===== config.mk =====
export PLATFORM = sky130hd
export DESIGN_NAME = rcd_core_decode
export DESIGN_NICKNAME = d
export VERILOG_FILES = /design/src/include/rcd_pkg.sv /design/src/rcd_field_split.sv /design/src/rcd_alu.sv /design/src/rcd_core_decode.sv
export SDC_FILE = /design/constraint.sdc
export NUM_CORES = 1
export LEC_CHECK = 0
export CAP_MARGIN = 15
export CORE_MARGIN = 8
export CORE_UTILIZATION = 40
export CTS_CLUSTER_SIZE = 25
export DETAILED_ROUTE_END_ITERATION = 16
export DONT_BUFFER_PORTS = 1
export PLACE_DENSITY = 0.66
export RECOVER_POWER = 50
export SETUP_SLACK_MARGIN = 0.15
export SYNTH_ARGS = -nofsm -noshare
export SYNTH_HDL_FRONTEND = slang
export SYNTH_SLANG_ARGS = --single-unit

===== constraint.sdc =====
create_clock -name i_mclk -period 3.5 [get_ports i_mclk]
set_input_delay 0.7 -clock i_mclk [delete_from_list [all_inputs] [get_ports i_mclk]]
set_output_delay 0.7 -clock i_mclk [all_outputs]
set_load 0.01 [all_outputs]

===== src/include/rcd_pkg.sv =====
// Purpose: shared constants and types for the core decode and mode block
// Assumes: 16-bit instruction words, 8-bit data path
// Notes: opcode patterns are matched against the upper instruction bits; sleep, trap and the table subcode also use lower bits
package rcd_pkg;
  localparam logic [7:0] OP_RRF_HI = 8'h1d;
  localparam logic [7:0] OP_SUBR_HI = 8'h1f;
  localparam logic [7:0] OP_XORR_HI = 8'h1e;
  localparam logic [7:0] OP_SUBL_HI = 8'h0d;
  localparam logic [7:0] OP_XORL_HI = 8'h0b;
  localparam logic [7:0] OP_SKZ_HI = 8'h20;
  localparam logic [7:0] OP_TBL_HI = 8'h2f;
  localparam logic [1:0] OP_TBL_SUB = 2'h1;
  localparam logic [15:0] OP_SLEEP = 16'h0202;
  localparam logic [15:0] OP_TRAP = 16'h0000;
  localparam logic [2:0] OP_GOTO_HI = 3'h2;
  localparam logic [2:0] OP_CALL_HI = 3'h3;
  localparam int IND_BIT = 7;
  localparam int DST_BIT = 6;
  localparam int SUPPLY_HOLD_POS = 6;
  localparam logic [7:0] FRONTEND_CFG_RST = 8'h00;
  localparam logic [7:0] EE_BASE_HI = 8'he8;

  typedef enum logic [1:0] {
    RCD_RESET = 2'b00,
    RCD_EXEC = 2'b01,
    RCD_SLEEP = 2'b11,
    RCD_SHUTDOWN = 2'b10
  } rcd_mode_t;

  typedef struct packed {
    logic [5:0] faddr;
    logic indirect;
    logic dest_f;
    logic [7:0] literal;
    logic [7:0] long_addr;
    logic [2:0] bitnum;
    logic [12:0] jump_target;
  } rcd_fields_t;

  typedef struct packed {
    logic c;
    logic dc;
    logic z;
  } rcd_flags_t;
endpackage : rcd_pkg


===== src/rcd_field_split.sv =====
// Purpose: split an instruction word into its operand fields
// Assumes: combinational, same clock domain
// Notes: pure wiring of fields, no state
`timescale 1ns/1ps
module rcd_field_split (
  input wire logic [15:0] i_instr,
  output rcd_pkg::rcd_fields_t o_fields
);
  // operand field extraction
  always_comb begin
    o_fields.faddr = i_instr[5:0]; // RULE10
    o_fields.indirect = i_instr[rcd_pkg::IND_BIT]; // RULE10
    o_fields.dest_f = i_instr[rcd_pkg::DST_BIT]; // RULE9
    o_fields.literal = i_instr[7:0]; // RULE14
    o_fields.long_addr = i_instr[13:6]; // RULE11
    o_fields.bitnum = i_instr[8:6]; // RULE12
    o_fields.jump_target = i_instr[12:0]; // RULE13
  end
endmodule : rcd_field_split


===== src/rcd_alu.sv =====
// Purpose: arithmetic unit for subtract, exclusive-or and rotate right
// Assumes: operands are settled when sampled by the caller
// Notes: carry after subtract means no borrow
`timescale 1ns/1ps
module rcd_alu (
  input wire logic [1:0] i_sel,
  input wire logic [7:0] i_a,
  input wire logic [7:0] i_b,
  input wire logic i_carry,
  output logic [7:0] o_res,
  output rcd_pkg::rcd_flags_t o_flags
);
  logic [8:0] diff;
  logic [4:0] ndiff;
  // sel 0 subtract a-b, 1 xor, 2 rotate a right through carry
  always_comb begin
    diff = {1'b0, i_a} + {1'b0, ~i_b} + 9'h001;
    ndiff = {1'b0, i_a[3:0]} + {1'b0, ~i_b[3:0]} + 5'h01;
    o_flags.c = i_carry;
    o_flags.dc = 1'b0;
    o_res = 8'h00;
    unique case (i_sel)
      2'h0: begin
        o_res = diff[7:0]; // RULE4
        o_flags.c = diff[8]; // RULE4
        o_flags.dc = ndiff[4]; // RULE4
      end
      2'h1: o_res = i_a ^ i_b; // RULE6
      2'h2: begin
        o_res = {i_carry, i_a[7:1]}; // RULE1
        o_flags.c = i_a[0]; // RULE1
      end
      default: o_res = i_a;
    endcase
    o_flags.z = (o_res == 8'h00);
  end
endmodule : rcd_alu


===== src/rcd_core_decode.sv =====
// What this block does
// (RULE1) rotate right through carry, only carry changes, one or two cycles
// (RULE2) skip next instruction when operand is zero, flags unchanged
// (RULE3) sleep opcode stops execution until a wake event
// (RULE4) subtracts f minus w and w minus literal set c, dc, z
// (RULE5) all-zero opcode raises a software trap interrupt in one cycle
// (RULE6) xor with literal or register updates only zero flag
// (RULE7) table read loads w from program word at base and register value
// (RULE8) branching paths take the larger cycle count
// (RULE9) destination bit one writes register, zero writes w
// (RULE10) six-bit direct address, indirect form uses stored byte as address
// (RULE11) long register field reaches the whole eight-bit data space
// (RULE12) bit field picks bits zero to seven, seven is msb
// (RULE13) jump and call take a thirteen-bit target
// (RULE14) literal field is an eight-bit constant
// (RULE15) operand reads from data eeprom add one cycle; here ST_EXTRA and a second operand cycle add two
// (RULE16) modes are shutdown, sleep, master clear and execution
// (RULE17) oscillator may run in sleep during eeprom write or bus mastering
// (RULE18) oscillator turns on when sleep ends
// (RULE19) sleep ends on master clear, watchdog or any enabled interrupt
// (RULE20) master clear low resets logic, floats ports, turns gate drives off
// (RULE21) master clear release starts execution
// (RULE22) software clears supply hold bit to allow shutdown
//
// Purpose: decode and execute part of the core instruction set plus mode control
// Assumes: data memory answers reads in the next cycle, program memory in the same cycle as the request
// Notes: master clear pin is synchronised; reset input is the system reset
`timescale 1ns/1ps
module rcd_core_decode (
  input wire logic i_mclk,
  input wire logic i_rst_n,
  input wire logic i_master_clear_n,
  input wire logic [15:0] i_instr,
  input wire logic i_instr_valid,
  input wire logic [7:0] i_w,
  input wire logic i_carry,
  input wire logic [7:0] i_dmem_rdata,
  input wire logic [15:0] i_pmem_rdata,
  input wire logic [7:0] i_table_base_reg,
  input wire logic i_irq_pending,
  input wire logic i_watchdog_timeout,
  input wire logic i_ee_write_busy,
  input wire logic i_bus_master_active,
  input wire logic i_pack_supply_present,
  input wire logic [7:0] i_frontend_config_reg,
  output logic o_busy,
  output logic [7:0] o_dmem_addr,
  output logic o_dmem_rd,
  output logic o_dmem_we,
  output logic [7:0] o_dmem_wdata,
  output logic [15:0] o_pmem_addr,
  output logic o_pmem_rd,
  output logic [7:0] o_w_next,
  output logic o_w_we,
  output rcd_pkg::rcd_flags_t o_flags,
  output logic [2:0] o_flags_we,
  output logic o_skip_next,
  output logic o_pc_load,
  output logic [12:0] o_pc_target,
  output logic o_jump_is_call,
  output logic o_trap_irq,
  output logic [2:0] o_bitnum,
  output logic [7:0] o_long_addr,
  output rcd_pkg::rcd_mode_t o_mode,
  output logic o_osc_en,
  output logic o_core_reset,
  output logic [7:0] o_general_port_pins_oe_n,
  output logic [7:0] o_high_voltage_port_pins_oe_n,
  output logic o_discharge_gate_drive,
  output logic o_charge_gate_drive
);
  typedef enum logic [2:0] {
    ST_DECODE = 3'b000,
    ST_IND = 3'b001,
    ST_OPER = 3'b011,
    ST_EXTRA = 3'b010,
    ST_SKIPW = 3'b110
  } rcd_state_t;

  rcd_pkg::rcd_fields_t fld;
  rcd_pkg::rcd_flags_t alu_flags;
  logic [7:0] alu_res;
  logic [1:0] alu_sel;
  logic master_clear_n_meta_reg;
  logic master_clear_n_sync_reg;
  rcd_pkg::rcd_mode_t mode_reg;
  rcd_pkg::rcd_mode_t mode_next;
  rcd_state_t state_reg;
  rcd_state_t state_next;
  logic [15:0] ir_reg;
  logic [7:0] oper_addr_reg;
  logic [7:0] oper_reg;
  logic [7:0] oper_val;
  logic ee_wait_reg;
  logic [15:0] hi_ir;
  logic is_rrf;
  logic is_subr;
  logic is_xorr;
  logic is_skz;
  logic is_tbl;
  logic is_regop;
  logic ee_addr;
  logic core_rst;

  rcd_field_split u_split (
    .i_instr(ir_reg),
    .o_fields(fld)
  );

  rcd_alu u_alu (
    .i_sel(alu_sel),
    .i_a(is_subr ? oper_val : (alu_sel == 2'h2 ? oper_val : i_w)),
    .i_b(is_subr ? i_w : (is_xorr ? oper_val : fld.literal)),
    .i_carry(i_carry),
    .o_res(alu_res),
    .o_flags(alu_flags)
  );

  // two-stage synchroniser on the master clear pin
  always_ff @(posedge i_mclk) begin
    if (!i_rst_n) begin
      master_clear_n_meta_reg <= 1'b0;
      master_clear_n_sync_reg <= 1'b0;
    end else begin
      master_clear_n_meta_reg <= i_master_clear_n;
      master_clear_n_sync_reg <= master_clear_n_meta_reg;
    end
  end

  assign core_rst = !i_rst_n || !master_clear_n_sync_reg; // RULE20

  // opcode classification on the held instruction
  always_comb begin
    hi_ir = ir_reg;
    is_rrf = hi_ir[15:8] == rcd_pkg::OP_RRF_HI;
    is_subr = hi_ir[15:8] == rcd_pkg::OP_SUBR_HI;
    is_xorr = hi_ir[15:8] == rcd_pkg::OP_XORR_HI;
    is_skz = hi_ir[15:8] == rcd_pkg::OP_SKZ_HI;
    is_tbl = hi_ir[15:8] == rcd_pkg::OP_TBL_HI && hi_ir[7:6] == rcd_pkg::OP_TBL_SUB;
    is_regop = is_rrf || is_subr || is_xorr || is_skz;
    alu_sel = is_rrf ? 2'h2 : ((is_xorr || hi_ir[15:8] == rcd_pkg::OP_XORL_HI) ? 2'h1 : 2'h0);
    ee_addr = oper_addr_reg >= rcd_pkg::EE_BASE_HI;
  end

  // operand source: read data stands only in the cycle after the request,
  // so the first operand cycle takes it directly; after an eeprom wait the
  // copy captured on the first pass is used, as the memory need not hold it
  always_comb begin
    oper_val = (state_reg == ST_OPER && !ee_wait_reg) ? i_dmem_rdata : oper_reg; // RULE10 RULE15
  end

  // operating mode: reset, execute, sleep, shutdown
  always_comb begin
    mode_next = mode_reg;
    unique case (mode_reg)
      rcd_pkg::RCD_RESET: mode_next = rcd_pkg::RCD_EXEC; // RULE21
      rcd_pkg::RCD_EXEC: begin
        if (state_reg == ST_DECODE && i_instr_valid && i_instr == rcd_pkg::OP_SLEEP)
          mode_next = rcd_pkg::RCD_SLEEP; // RULE3
        if (!i_frontend_config_reg[rcd_pkg::SUPPLY_HOLD_POS] && !i_pack_supply_present)
          mode_next = rcd_pkg::RCD_SHUTDOWN; // RULE22
      end
      rcd_pkg::RCD_SLEEP: begin
        if (i_irq_pending || i_watchdog_timeout)
          mode_next = rcd_pkg::RCD_EXEC; // RULE19
      end
      rcd_pkg::RCD_SHUTDOWN: begin
        if (i_pack_supply_present)
          mode_next = rcd_pkg::RCD_EXEC;
      end
    endcase
  end

  // mode register, master clear forces reset mode
  always_ff @(posedge i_mclk) begin
    if (core_rst) mode_reg <= rcd_pkg::RCD_RESET; // RULE16
    else mode_reg <= mode_next;
  end

  // execution sequence
  always_comb begin
    state_next = state_reg;
    unique case (state_reg)
      ST_DECODE: begin
        if (mode_reg == rcd_pkg::RCD_EXEC && i_instr_valid) begin
          // literal forms have no memory operand but share the operand cycle,
          // and their bit 7 belongs to the constant, never an indirect flag
          if (i_instr[15:8] == rcd_pkg::OP_TBL_HI || i_instr[15:8] == rcd_pkg::OP_SUBL_HI
              || i_instr[15:8] == rcd_pkg::OP_XORL_HI
              || i_instr[15:14] == 2'h0 && i_instr[13:12] != 2'h0)
            state_next = i_instr[rcd_pkg::IND_BIT] && i_instr[15:12] != 4'h0
              && i_instr[15:8] != rcd_pkg::OP_TBL_HI ? ST_IND : ST_OPER; // RULE10
        end
      end
      ST_IND: state_next = ST_OPER; // RULE10
      ST_OPER: state_next = (ee_addr && !ee_wait_reg) ? ST_EXTRA : ST_DECODE;
      ST_EXTRA: state_next = ST_OPER; // RULE15
      ST_SKIPW: state_next = ST_DECODE; // RULE8
      default: state_next = ST_DECODE;
    endcase
    if (state_reg == ST_OPER && state_next == ST_DECODE && (is_skz && oper_val == 8'h00 || is_tbl))
      state_next = ST_SKIPW; // RULE2 RULE7 RULE8
  end

  // sequence state, held instruction and operand
  always_ff @(posedge i_mclk) begin
    if (core_rst) begin
      state_reg <= ST_DECODE;
      ir_reg <= 16'h0000;
      oper_addr_reg <= 8'h00;
      oper_reg <= 8'h00;
      ee_wait_reg <= 1'b0;
    end else begin
      state_reg <= state_next;
      // words offered in sleep or shutdown are ignored, fields stay as they were
      if (state_reg == ST_DECODE && i_instr_valid && mode_reg == rcd_pkg::RCD_EXEC) begin
        ir_reg <= i_instr;
        oper_addr_reg <= {2'h0, i_instr[5:0]}; // RULE10
        ee_wait_reg <= 1'b0;
      end
      if (state_reg == ST_IND) oper_addr_reg <= i_dmem_rdata; // RULE10
      if (state_reg == ST_EXTRA) ee_wait_reg <= 1'b1; // RULE15
      if (state_reg == ST_OPER && !ee_wait_reg) oper_reg <= i_dmem_rdata; // RULE15
    end
  end

  // memory requests
  always_comb begin
    o_dmem_rd = state_reg == ST_DECODE && i_instr_valid || state_reg == ST_IND;
    // indirect cycle: the pointer just read is the operand address
    o_dmem_addr = state_reg == ST_DECODE ? {2'h0, i_instr[5:0]}
      : (state_reg == ST_IND ? i_dmem_rdata : oper_addr_reg); // RULE10
    o_pmem_rd = state_reg == ST_SKIPW && is_tbl; // RULE7
    o_pmem_addr = {i_table_base_reg, oper_reg}; // RULE7
  end

  // result routing and flag updates, registered
  always_ff @(posedge i_mclk) begin
    if (core_rst) begin
      o_w_next <= 8'h00;
      o_w_we <= 1'b0;
      o_dmem_we <= 1'b0;
      o_dmem_wdata <= 8'h00;
      o_flags <= '0;
      o_flags_we <= 3'h0;
      o_skip_next <= 1'b0;
      o_pc_load <= 1'b0;
      o_pc_target <= 13'h0000;
      o_jump_is_call <= 1'b0;
      o_trap_irq <= 1'b0;
    end else begin
      o_w_we <= 1'b0;
      o_dmem_we <= 1'b0;
      o_flags_we <= 3'h0;
      o_skip_next <= 1'b0;
      o_pc_load <= 1'b0;
      o_trap_irq <= 1'b0;
      o_flags <= alu_flags;
      if (state_reg == ST_DECODE && i_instr_valid && mode_reg == rcd_pkg::RCD_EXEC) begin
        o_trap_irq <= i_instr == rcd_pkg::OP_TRAP; // RULE5
        if (i_instr[15:14] == 2'h1) begin
          o_pc_load <= 1'b1;
          o_pc_target <= i_instr[12:0]; // RULE13
          o_jump_is_call <= i_instr[15:13] == rcd_pkg::OP_CALL_HI;
        end
      end
      if (state_reg == ST_SKIPW && is_tbl) begin
        o_w_next <= i_pmem_rdata[7:0]; // RULE7
        o_w_we <= 1'b1;
      end
      if (state_reg == ST_OPER && state_next != ST_EXTRA) begin
        if (is_skz) o_skip_next <= oper_val == 8'h00; // RULE2
        if (hi_ir[15:8] == rcd_pkg::OP_SUBL_HI || hi_ir[15:8] == rcd_pkg::OP_XORL_HI) begin
          o_w_next <= alu_res; // RULE14
          o_w_we <= 1'b1;
          o_flags_we <= hi_ir[15:8] == rcd_pkg::OP_SUBL_HI ? 3'h7 : 3'h1; // RULE4 RULE6
        end else if (is_regop && !is_skz) begin
          o_flags_we <= is_rrf ? 3'h4 : (is_subr ? 3'h7 : 3'h1); // RULE1 RULE4 RULE6
          o_dmem_wdata <= alu_res;
          o_dmem_we <= fld.dest_f; // RULE9
          o_w_next <= alu_res;
          o_w_we <= !fld.dest_f; // RULE9
        end
      end
    end
  end

  // pin state, oscillator and status outputs
  always_comb begin
    o_mode = mode_reg;
    o_busy = state_reg != ST_DECODE || mode_reg != rcd_pkg::RCD_EXEC;
    o_core_reset = core_rst;
    o_osc_en = mode_reg != rcd_pkg::RCD_SLEEP || i_ee_write_busy || i_bus_master_active
      || mode_next == rcd_pkg::RCD_EXEC; // RULE17 RULE18
    o_general_port_pins_oe_n = 8'hff; // RULE20
    o_high_voltage_port_pins_oe_n = 8'hff; // RULE20
    o_discharge_gate_drive = !core_rst; // RULE20
    o_charge_gate_drive = !core_rst; // RULE20
    o_bitnum = fld.bitnum; // RULE12
    o_long_addr = fld.long_addr; // RULE11
  end
endmodule : rcd_core_decode


# Word level (Yosys, flattened, before mapping)
# Index checks and enable logic that the tools add are counted.
# W data, S select, Z words.
[op_classes] add_sub_neg=4 magnitude_cmp=1 eq_ne=28 n_mux=40 bitwise_logic=9 n_reduce_logical=62
[ops] cell="$mux W8" n=13
[ops] cell="$eq A8 B4 Y1 const B" n=4
[ops] cell="$eq A8 B5 Y1 const B" n=3
[ops] cell="$eq A8 B6 Y1 const B" n=3
[ops] cell="$mux W3" n=8
[ops] cell="$pmux W8 S3" n=1
[ops] cell="$logic_and A1 B1 Y1" n=17
[ops] cell="$eq A16 B10 Y1 const B" n=1
[ops] cell="$logic_not A16 Y1" n=1
[ops] cell="$logic_not A8 Y1" n=2
[ops] cell="$logic_or A1 B1 Y1" n=16
[ops] cell="$mux W2" n=7
[ops] cell="$eq A2 B1 Y1 const B" n=5
[ops] cell="$add A8 B8 Y9" n=1
[ops] cell="$add A9 B1 Y9 const B" n=1
[ops] cell="$eq A3 B2 Y1 const B" n=3
[ops] cell="$pmux W3 S3" n=1
[ops] cell="$ge A8 B8 Y1 const B" n=1
[ops] cell="$logic_not A1 Y1" n=8
[ops] cell="$mux W1" n=8
[ops] cell="$ne A8 B6 Y1 const B" n=1
[ops] cell="$not A8 Y8" n=1
[ops] cell="$pmux W2 S4" n=1
[ops] cell="$reduce_or A2 Y1" n=4
[ops] cell="other kinds (21)" n=33
[totals] reg_bits=81 in_bits=74 word_cells=165

# Longest topological paths before layout
# Gate-level depths: netlist of run 1.
[logic_depth] depth_word=15 ltp_mapped=15

# By module
# A second synthesis of run 1 with hierarchy kept.
[hier_totals] cells_unflattened=608 area_unflattened_um2=5012.3
[by_module_without_submodules] module="rcd_core_decode" n_inst=1 cells_each=487 area_each_um2=4096.4 seq_area_each_um2=1621.6
[by_module_without_submodules] module="rcd_alu" n_inst=1 cells_each=81 area_each_um2=615.6 seq_area_each_um2=0.0
[by_module_without_submodules] module="rcd_field_split" n_inst=1 cells_each=40 area_each_um2=300.3 seq_area_each_um2=0.0

# Worst setup path before layout of run 1
# No wires, ideal clock.
[synth_path] kind="register to register" from="register ir_reg[13] (netlist: hi_ir[13])" to="register o_flags[2] (netlist bit)" t_arrival_ns=3.443 slack_ns=-0.063 stages_incl_launch_ff=15 n_path_buf=1 path_cell_list="dfxtp_1 -> or4b_1 -> buf_6 -> nor2_2 -> nand2_1 -> mux2_2 -> ha_1 -> inv_1 -> fa_1 -> a21o_1 -> a21oi_1 -> o21ai_0 -> a21o_1 -> a211oi_1 -> nor2_1"
[synth_via] elab_chain_cells=10 word_cells_on_any_way=17 cone_classes="2 x add/sub; 5 x eq/ne; 7 x mux; 1 x bitwise; 2 x reduce/logical"
[synth_lines] item="start: declaration" line="rcd_core_decode.sv:90" rtl="logic [15:0] ir_reg;"
[synth_lines] item="start signal: assignment" line="rcd_core_decode.sv:217" rtl="ir_reg <= i_instr;"
[synth_lines] item="$eq A8 B5 Y1 / $eq A8 B4 Y1 (equally long branches)" line="rcd_core_decode.sv:137, rcd_core_decode.sv:141"
[synth_lines] item="$logic_or A1 B1 Y1" line="rcd_core_decode.sv:141" rtl="alu_sel = is_rrf ? 2'h2 : ((is_xorr || hi_ir[15:8] == rcd_pkg::OP_XORL_HI) ? 2'h1 : 2'h0);"
[synth_lines] item="$mux W1" line="rcd_core_decode.sv:141"
[synth_lines] item="$mux W2" line="rcd_core_decode.sv:141"
[synth_lines] item="$eq A2 B2 Y1" line="rcd_alu.sv:22, rcd_core_decode.sv:112"
[synth_lines] item="$mux W8 (2 in a row)" line="rcd_core_decode.sv:112" rtl=".i_a(is_subr ? oper_val : (alu_sel == 2'h2 ? oper_val : i_w)),"
[synth_lines] item="$add A8 B8 Y9" line="rcd_alu.sv:17" rtl="diff = {1'b0, i_a} + {1'b0, ~i_b} + 9'h001;"
[synth_lines] item="$add A9 B1 Y9" line="rcd_alu.sv:17"
[synth_lines] item="$pmux W1 S2 (*)" line="rcd_alu.sv:22" rtl="unique case (i_sel)"
[synth_lines] item="end signal: assignment" line="rcd_core_decode.sv:258" rtl="o_flags <= alu_flags;"
[synth_lines] item="end: declaration" line="rcd_core_decode.sv:55" rtl="output rcd_pkg::rcd_flags_t o_flags,"
# Every way passes the cells marked *; elsewhere a longest branch is shown, timed or not.
# A chain may end at the register's enable or synchronous reset.

# Worst setup path after layout of run 1
[layout_path] from="register ir_reg[14] (netlist: hi_ir[14])" to="register o_w_next[7]"
[layout_via] elab_chain_cells=13 word_cells_on_any_way=40 cone_classes="2 x add/sub; 10 x eq/ne; 12 x mux; 2 x bitwise; 14 x reduce/logical"
[layout_lines] item="$eq A8 B5 Y1 / $eq A8 B4 Y1 (equally long branches)" line="rcd_core_decode.sv:137, rcd_core_decode.sv:141, rcd_core_decode.sv:273"
[layout_lines] item="$logic_or A1 B1 Y1" line="rcd_core_decode.sv:141"
[layout_lines] item="$mux W1" line="rcd_core_decode.sv:141"
[layout_lines] item="$mux W2" line="rcd_core_decode.sv:141"
[layout_lines] item="$eq A2 B2 Y1" line="rcd_alu.sv:22, rcd_core_decode.sv:112"
[layout_lines] item="$mux W8 (2 in a row)" line="rcd_core_decode.sv:112"
[layout_lines] item="$add A8 B8 Y9" line="rcd_alu.sv:17"
[layout_lines] item="$add A9 B1 Y9" line="rcd_alu.sv:17"
[layout_lines] item="$pmux W8 S3" line="rcd_alu.sv:22"
[layout_lines] item="$mux W8" line="rcd_core_decode.sv:277" rtl="end else if (is_regop && !is_skz) begin"
[layout_lines] item="$mux W8" line="rcd_core_decode.sv:273" rtl="if (hi_ir[15:8] == rcd_pkg::OP_SUBL_HI || hi_ir[15:8] == rcd_pkg::OP_XORL_HI) begin"
[layout_lines] item="$mux W8 (*)" line="rcd_core_decode.sv:271" rtl="if (state_reg == ST_OPER && state_next != ST_EXTRA) begin"
[layout_lines] item="end signal: assignment" line="rcd_core_decode.sv:268" rtl="o_w_next <= i_pmem_rdata[7:0];"
[layout_lines] item="end signal: assignment" line="rcd_core_decode.sv:274" rtl="o_w_next <= alu_res;"
[layout_lines] item="end signal: assignment" line="rcd_core_decode.sv:281" rtl="o_w_next <= alu_res;"
[layout_lines] item="end: declaration" line="rcd_core_decode.sv:53" rtl="output logic [7:0] o_w_next,"
# Marked as above.

==> results of run 1 <==
==> cells in the final DEF (no fill, tap or decap), types with 3 or more instances in the layout <==
master / netlist / routed
mux2_2: 10 / 10
o21ai_0: 18 / 15
clkbuf_1: 15 / 7
a21oi_1: 59 / 58
or4_1: 4 / 4
xor2_1: 3 / 3
ha_1: 8 / 8
inv_1: 5 / 5
and3_1: 4 / 4
a211oi_1: 21 / 21
nor2b_1: 10 / 10
buf_4: 37 / 36
conb_1: 1 / 16
nand4_1: 5 / 5
nand3_1: 7 / 6
and2_1: 3 / 3
dfxtp_1: 81 / 81
mux2i_1: 26 / 25
o21a_1: 3 / 3
o21ai_1: 0 / 3
nor3b_1: 5 / 5
nor2_1: 49 / 49
nand2_1: 87 / 86
nor4_1: 5 / 4
clkbuf_8: 0 / 10
nor3_1: 5 / 5
==> worst max-delay path: stages, from the launching register on <==
cell	delay (ns)
dfxtp_1	0.35
or4b_4	0.56
nor2_4	0.15
buf_4	0.15
buf_4	0.18
nor2_1	0.06
a21oi_1	0.13
ha_1	0.31
a211o_1	0.32
o31ai_2	0.32
o31ai_1	0.14
a31oi_2	0.26
a211oi_1	0.11
==> cell type report <==
type	instances	area, um2
clock buffer	10	138
inverter	6	22.5
sequential	81	1620
timing repair buffer	43	297
multi-input combinational	405	2560
clock inverter	6	56.3
fill	1071	6020
tap	140	175
==> logic make-up (layout without fill, tap and decap cells) <==
| family | Yosys count | in the layout | share of synthesized area |
|---|---|---|---|
| AOI/OAI and AO/OA | 133 | 133 | 0.194 |
| xor gates and xnor gates | 4 | 4 | 0.00781 |
| adders and majority gates | 9 | 9 | 0.0268 |
| buffers and inverters | 71 | 65 | 0.0963 |
| DFF | 81 | 81 | 0.362 |
| muxes | 36 | 36 | 0.0831 |
| other | 1 | 16 | 0.000836 |
| and+or+nand+nor | 207 | 207 | 0.229 |
==> repair_timing <==
item	4_1_cts	5_1_grt
pin swaps	0	2
buffers inserted	0	4
gates cloned	0	0
setup endpoints to repair	4	9
hold endpoints to repair	0	0
gates resized for setup	2	11
==> stage by stage <==
stage	hold WS, ns	cells	total power [mW]
finish	0.394	691	1.71
global route	0.376	691	1.77
CTS	0.379	687	1.72
detailed placement	0.430	671	1.04
global placement	0.426	671	1.04
floorplan	0.412	557	1.04
==> power by group through the flow <==
stage | clock network [mW] | logic, mW | registers (mW)
floorplan | 0 | 0.0955 | 0.946
finish | 0.685 | 0.0994 | 0.925
CTS | 0.702 | 0.0949 | 0.925
global route | 0.739 | 0.110 | 0.925
detailed placement | 0 | 0.0943 | 0.946
global placement | 0 | 0.0929 | 0.946
==> synth_stat cells, types with 2 or more instances <==
cell type,number,area (um2)
and3_1,4,25.0
nor4_1,5,31.3
clkbuf_1,15,56.3
and2_1,3,18.8
nor2b_1,10,62.6
dfxtp_1,81,1620
nor2_1,49,184
a31oi_1,2,12.5
nand3_1,7,35.0
a21oi_1,59,295
nor3_1,5,25.0
a21o_1,2,15.0
ha_1,8,100
mux2_2,10,113
inv_1,5,18.8
o22a_1,2,17.5
o21ai_0,18,90.1
a22o_1,2,17.5
a211oi_1,21,158
a211o_1,2,17.5
buf_2,9,45.0
nand4_1,5,31.3
or2_2,2,12.5
o211a_1,2,20.0
xor2_1,3,26.3
o21a_1,3,22.5
nor2_2,2,12.5
buf_4,37,278
o211ai_1,2,15.0
or4_1,4,30.0
buf_1,2,7.51
o22ai_1,2,12.5
nand4b_1,2,17.5
nor4b_1,3,26.3
o31ai_1,3,22.5
mux2i_1,26,260
buf_6,2,22.5
nor3b_1,5,37.5
nand2_1,87,327
==> how the worst min path moves through the flow <==
stage,from,to,slack (ns),cells after the start
floorplan,master_clear_n_meta_reg,master_clear_n_sync_reg,0.41,1
global placement,master_clear_n_meta_reg,master_clear_n_sync_reg,0.43,1
detailed placement,master_clear_n_meta_reg,master_clear_n_sync_reg,0.43,1
CTS,i_instr[1],o_trap_irq,0.38,1
global route,i_instr[1],o_trap_irq,0.38,1
finish,i_instr[1],o_trap_irq,0.39,1
==> routing by layer <==
layer | up-vias | GRT usage | part of all wire
li1 | 1880 | - | -
met1 | 1823 | 0.203 | 0.41
met2 | 164 | 0.288 | 0.46
met3 | 16 | 0.0842 | 0.12
met4 | 0 | 0.0509 | 0.012
met5 | - | 0 | 0
==> results by group, run 1 <==
Setup path
  • R2R Setup Slk: 0.30 ns
  • Crit. Startpoint: hi_ir[14]
  • Worst setup SP type: flip-flop
  • Crit path kind: flip-flop to flip-flop
  • Crit path DAT: 3.40 ns
  • CP Capture Type: flip-flop
  • Critical Path End: o_w_next[7]
  • R2R cell count: 12
  • Crit Reg-Reg Endpoint: o_w_next[7]
  • Crit-path max FO: 13
  • Req. time, crit path: 3.70 ns
  • RR Startpoint: hi_ir[14]

Detailed routing
  • Drc violations: 0
  • Final WL: 13,300 um
  • Routed Antenna Nets: 0
  • Vias per cell: 5.62
  • Avg WL per Cell: 19.3 um
  • Via count: 3,883
  • Pre-antenna DRT Iters: 4
  • Starting DRT DRC Count: 182

Synth
  • Share of the yosys chip area belonging to registers: 0.362
  • Asr flop ratio synth: 0
  • Syn Inst Count: 542
  • Yosys warnings: 0
  • Ys flop type: dfxtp_1
  • Synth Cell Area: 0.00448 mm2
  • Syn avg cell area: 8.27 um2
  • Post-synth EDFFs: 0
  • Synth unique cells: 70
  • #FFs+latches synth: 81

Power and ir drop
  • Int Pwr: 1.25 mW
  • Peak VDD IR: 0.267 mV
  • Flop pwr share: 0.541
  • PwrDens: 351 mW/mm2
  • Clock share of power: 0.401
  • Comb power frac: 0.058
  • Switching part of the total: 0.266
  • Lkg Pwr: 1.71 nW
  • Sw Pwr: 455 uW

STA
  • RSZ-0062 raised after global routing: false
  • Worst-margin pin slew: 2.25 ns
  • Hold Fails Final Rpt: 0
  • Slew Viols, Final: 48
  • Headroom to the max-slew limit: -0.498
  • Setup TNS Final: 0 ns
  • Clk_skew: 0.0140 ns
  • Fmax: 313 MHz
  • Tmin final: 3.20 ns
  • Final worst-path cycle share: 0.914
  • Final setup viols: 0
  • Final setup margin: 0.301 ns

Finish
  • Synth-to-Final Area Change: 8.54%
  • Non-Filler Cell Area, Final: 0.00487 mm2
  • Core Util, Final: 0.447
  • ANT cells: 0
  • Max reg flops: 16
  • Share of cells above drive strength 1: 0.162
  • Nets: 629

Clocking
  • CTS tree: built
  • CTS buffer count: 9
  • H-Tree Depth: 3
  • Post-CTS Hold Fix Bufs: 0
  • Clk slew on worst S/H paths: 0.09 ns
  • Clk sink count: 81
  • Clk_lat worst skew: 0.37 ns
  • CTS Buffer Depth: 2
  • Clock Tree Root: clkbuf_8

Hold path
  • HP Class: input pin to flip-flop

Global route
  • Initial antenna violation count: 0
  • Largest net degree at the start of global routing: 49
  • Grt ovf: 0
  • Gr usage total: 0.177
  • First-pass GRT wire length: 20,800 um
  • Number of global-route vias before repair: 3,944

Placement
  • DP Worst Slack: 0.131 ns
  • Dpl hpwl: 10,100 um
  • PortBufs: 0
  • DP Area: 0.00462 mm2
  • Routability cong.: 0.862

Floorplan
  • Chip height: 122 um
  • Top-Level Pins: 175
  • Chip width: 122 um
  • Die ar.: 0.0149 mm2
  • Core area: 0.0109 mm2
  • Num rows: 38
  • Starting density of the core: 0.412

Run status
  • Status: complete, but fails checks
  • Failing checks: capacitance limit, slew limit

Flow run
  • Max_cap viols: 1
(Power assumes the default switching activity.)
==> run 2, diff against run 1 <==
Settings changed: CORE_UTILIZATION 40 to 35, PLACE_DENSITY 0.66 to 0.61.
==> run 2 against run 1 <==
The flow now finishes without violations. Routed wire length rose by 4.2%. Cell area grew 2.7%. Core utilization fell by 4.9 points. Clock power increased by 56%. Via count fell by 2.5%. First-iteration DRC count grew 55%. Cell count increased by 3.3%. Worst setup slack got worse by 0.054 ns. Combinational power hardly changed. Register-to-register slack worse by 0.05 ns. Sequential cell count stayed put. Global-route usage is 1.2 points lower. Largest cell class unchanged. Largest power group is now the clock network.
==> results by group, run 2 (synthesis gave the netlist of run 1 again) <==
STA
  • Tmin final: 3.25 ns
  • Worst-margin pin slew: 1.19 ns
  • Headroom to the max-slew limit: 0.206
  • Fmax: 307 MHz
  • Final setup viols: 0
  • Final hold slack: 0.412 ns
  • RSZ-0062 raised after global routing: false
  • Hold Fails Final Rpt: 0
  • Final worst-path cycle share: 0.929
  • Setup TNS Final: 0 ns
  • Clk_skew: 0.00836 ns
  • Slew Viols, Final: 0

Finish
  • Max reg flops: 16
  • Flip-flop and latch area: 0.00162 mm2
  • Core Util, Final: 0.398
  • Nets: 620
  • Multi-input logic area: 0.00257 mm2
  • Commonest non-fill, non-tap cell in the layout: nand2_1
  • Most frequent cells in the layout: nand2_1, dfxtp_1, a21oi_1, nor2_1, buf_4
  • Final non-filler cell total: 714
  • ANT cells: 0
  • Synth-to-Final Area Change: 11.5%
  • Filler cell count: 1,293
  • Share of cells above drive strength 1: 0.149

Clocking
  • Clk sink count: 81
  • Clk_lat worst skew: 0.35 ns
  • Clock Tree Root: clkbuf_16
  • CTS Buffer Depth: 2
  • Post-CTS Hold Fix Bufs: 0
  • CTS buffer count: 9
  • H-Tree Depth: 3
  • Clk slew on worst S/H paths: 0.07 ns
  • CTS tree: built

Power and ir drop
  • Peak VDD IR: 0.249 mV
  • Final Power: 2.10 mW
  • PwrDens: 419 mW/mm2
  • Lkg Pwr: 1.74 nW

Setup path
  • Worst path buffer plus inverter count: 1
  • Req. time, crit path: 3.80 ns
  • Slowest CP cell: or4b_4
  • Crit path kind: flip-flop to flip-flop
  • R2R cell count: 12
  • CP max stage delay: 0.51 ns
  • RR Startpoint: hi_ir[11]
  • Top cell family by delay on the critical path: simple AND/OR/NAND/NOR gates
  • Worst setup SP type: flip-flop
  • Crit-path max FO: 7
  • CP Capture Type: flip-flop
  • Crit-path cells: or4b_4 -> nor2_4 -> nand2_4 -> buf_4 -> mux2i_4 -> ha_1 -> nor2b_1 -> o21a_1 -> or4_1 -> a31oi_4 -> and3_1 -> and4_1
  • R2R Setup Slk: 0.25 ns
  • Crit Reg-Reg Endpoint: o_flags[0]
  • Crit path DAT: 3.55 ns

Run status
  • Status: complete, no violations

Floorplan
  • Starting density of the core: 0.357
  • Chip height: 129 um
  • Num rows: 41
  • Die ar.: 0.0167 mm2
  • Top-Level Pins: 175
  • Chip width: 129 um
  • Core area: 0.0126 mm2

Detailed routing
  • Drc violations: 0
  • Routed Antenna Nets: 0
  • Starting DRT DRC Count: 282
  • Via count: 3,786
  • Pre-antenna DRT Iters: 4
  • Vias per cell: 5.30
  • Avg WL per Cell: 19.4 um
  • Final WL: 13,900 um

Hold path
  • Hold depth: 1
  • End of the worst hold path: o_trap_irq
  • HP Class: input pin to flip-flop
  • Hold Path Origin: i_instr[1]

Global route
  • Largest net degree at the start of global routing: 54
  • Grt ovf: 0
  • Gr usage total: 0.165
  • Number of global-route vias before repair: 3,694
  • First-pass GRT wire length: 20,800 um
  • Initial antenna violation count: 0

Placement
  • PortBufs: 0
  • Cells after DPL: 698
  • Routability cong.: 0.863
  • Dpl hpwl: 10,600 um

Flow run
  • Max_cap viols: 0
-- run 2: metrics by stage --
step / worst slack (ns) / area, um2
after floorplan: 0.183 / 4550
after global placement: 0.134 / 4620
after detailed placement: 0.114 / 4620
after CTS: 0.128 / 4970
after global routing: 0.101 / 5000
final: 0.247 / 5000
-- run 2: metal layers --
layer	GRT usage	wire length (um)	vias to the layer above
met4	0.0615	216	0
met3	0.0834	1610	18
li1	-	-	1868
met1	0.181	5470	1745
met2	0.267	6560	155
met5	0	0	-
-- run 2: worst register-to-register path: stages (launching register included) --
cell and delay, ns:
dfxtp_1 0.40, or4b_4 0.51, nor2_4 0.17, nand2_4 0.07, buf_4 0.19, mux2i_4 0.20
ha_1 0.32, nor2b_1 0.15, o21a_1 0.18, or4_1 0.45, a31oi_4 0.21, and3_1 0.17
and4_1 0.17
-- run 2: worst max path at each step --
stage / startpoint / end / slack (ns) / depth (start not counted)
4_1_cts: hi_ir[11] / o_flags[0] / 0.13 / 12
6_report: hi_ir[11] / o_flags[0] / 0.25 / 12
5_1_grt: hi_ir[11] / o_w_next[7] / 0.10 / 13
2_1_floorplan: hi_ir[13] / o_flags[2] / 0.18 / 15
3_3_place_gp: hi_ir[11] / o_flags[2] / 0.13 / 13
3_5_place_dp: hi_ir[11] / o_flags[0] / 0.11 / 13
-- run 2: final cells by class --
type                       count  area share
inverter                       6     0.00450
clock inverter                 6      0.0193
clock buffer                  10      0.0478
timing repair buffer          34      0.0475
multi-input combinational    405       0.514
sequential                    81       0.324
tap                          172      0.0430
-- run 2: power by group --
part / internal (mW) / switching (mW) / total [mW] / leakage, nW
registers: 0.924 / 0.00162 / 0.925 / 0.653
logic: 0.0372 / 0.0622 / 0.0993 / 0.926
clock network: 0.654 / 0.417 / 1.07 / 0.162
total: 1.62 / 0.481 / 2.10 / 1.74
-- run 2: what timing repair did --
action                     in CTS  in global routing
pin swaps                       0                  2
buffers inserted                0                  0
resized for setup               2                 12
setup endpoints to repair       5                  8
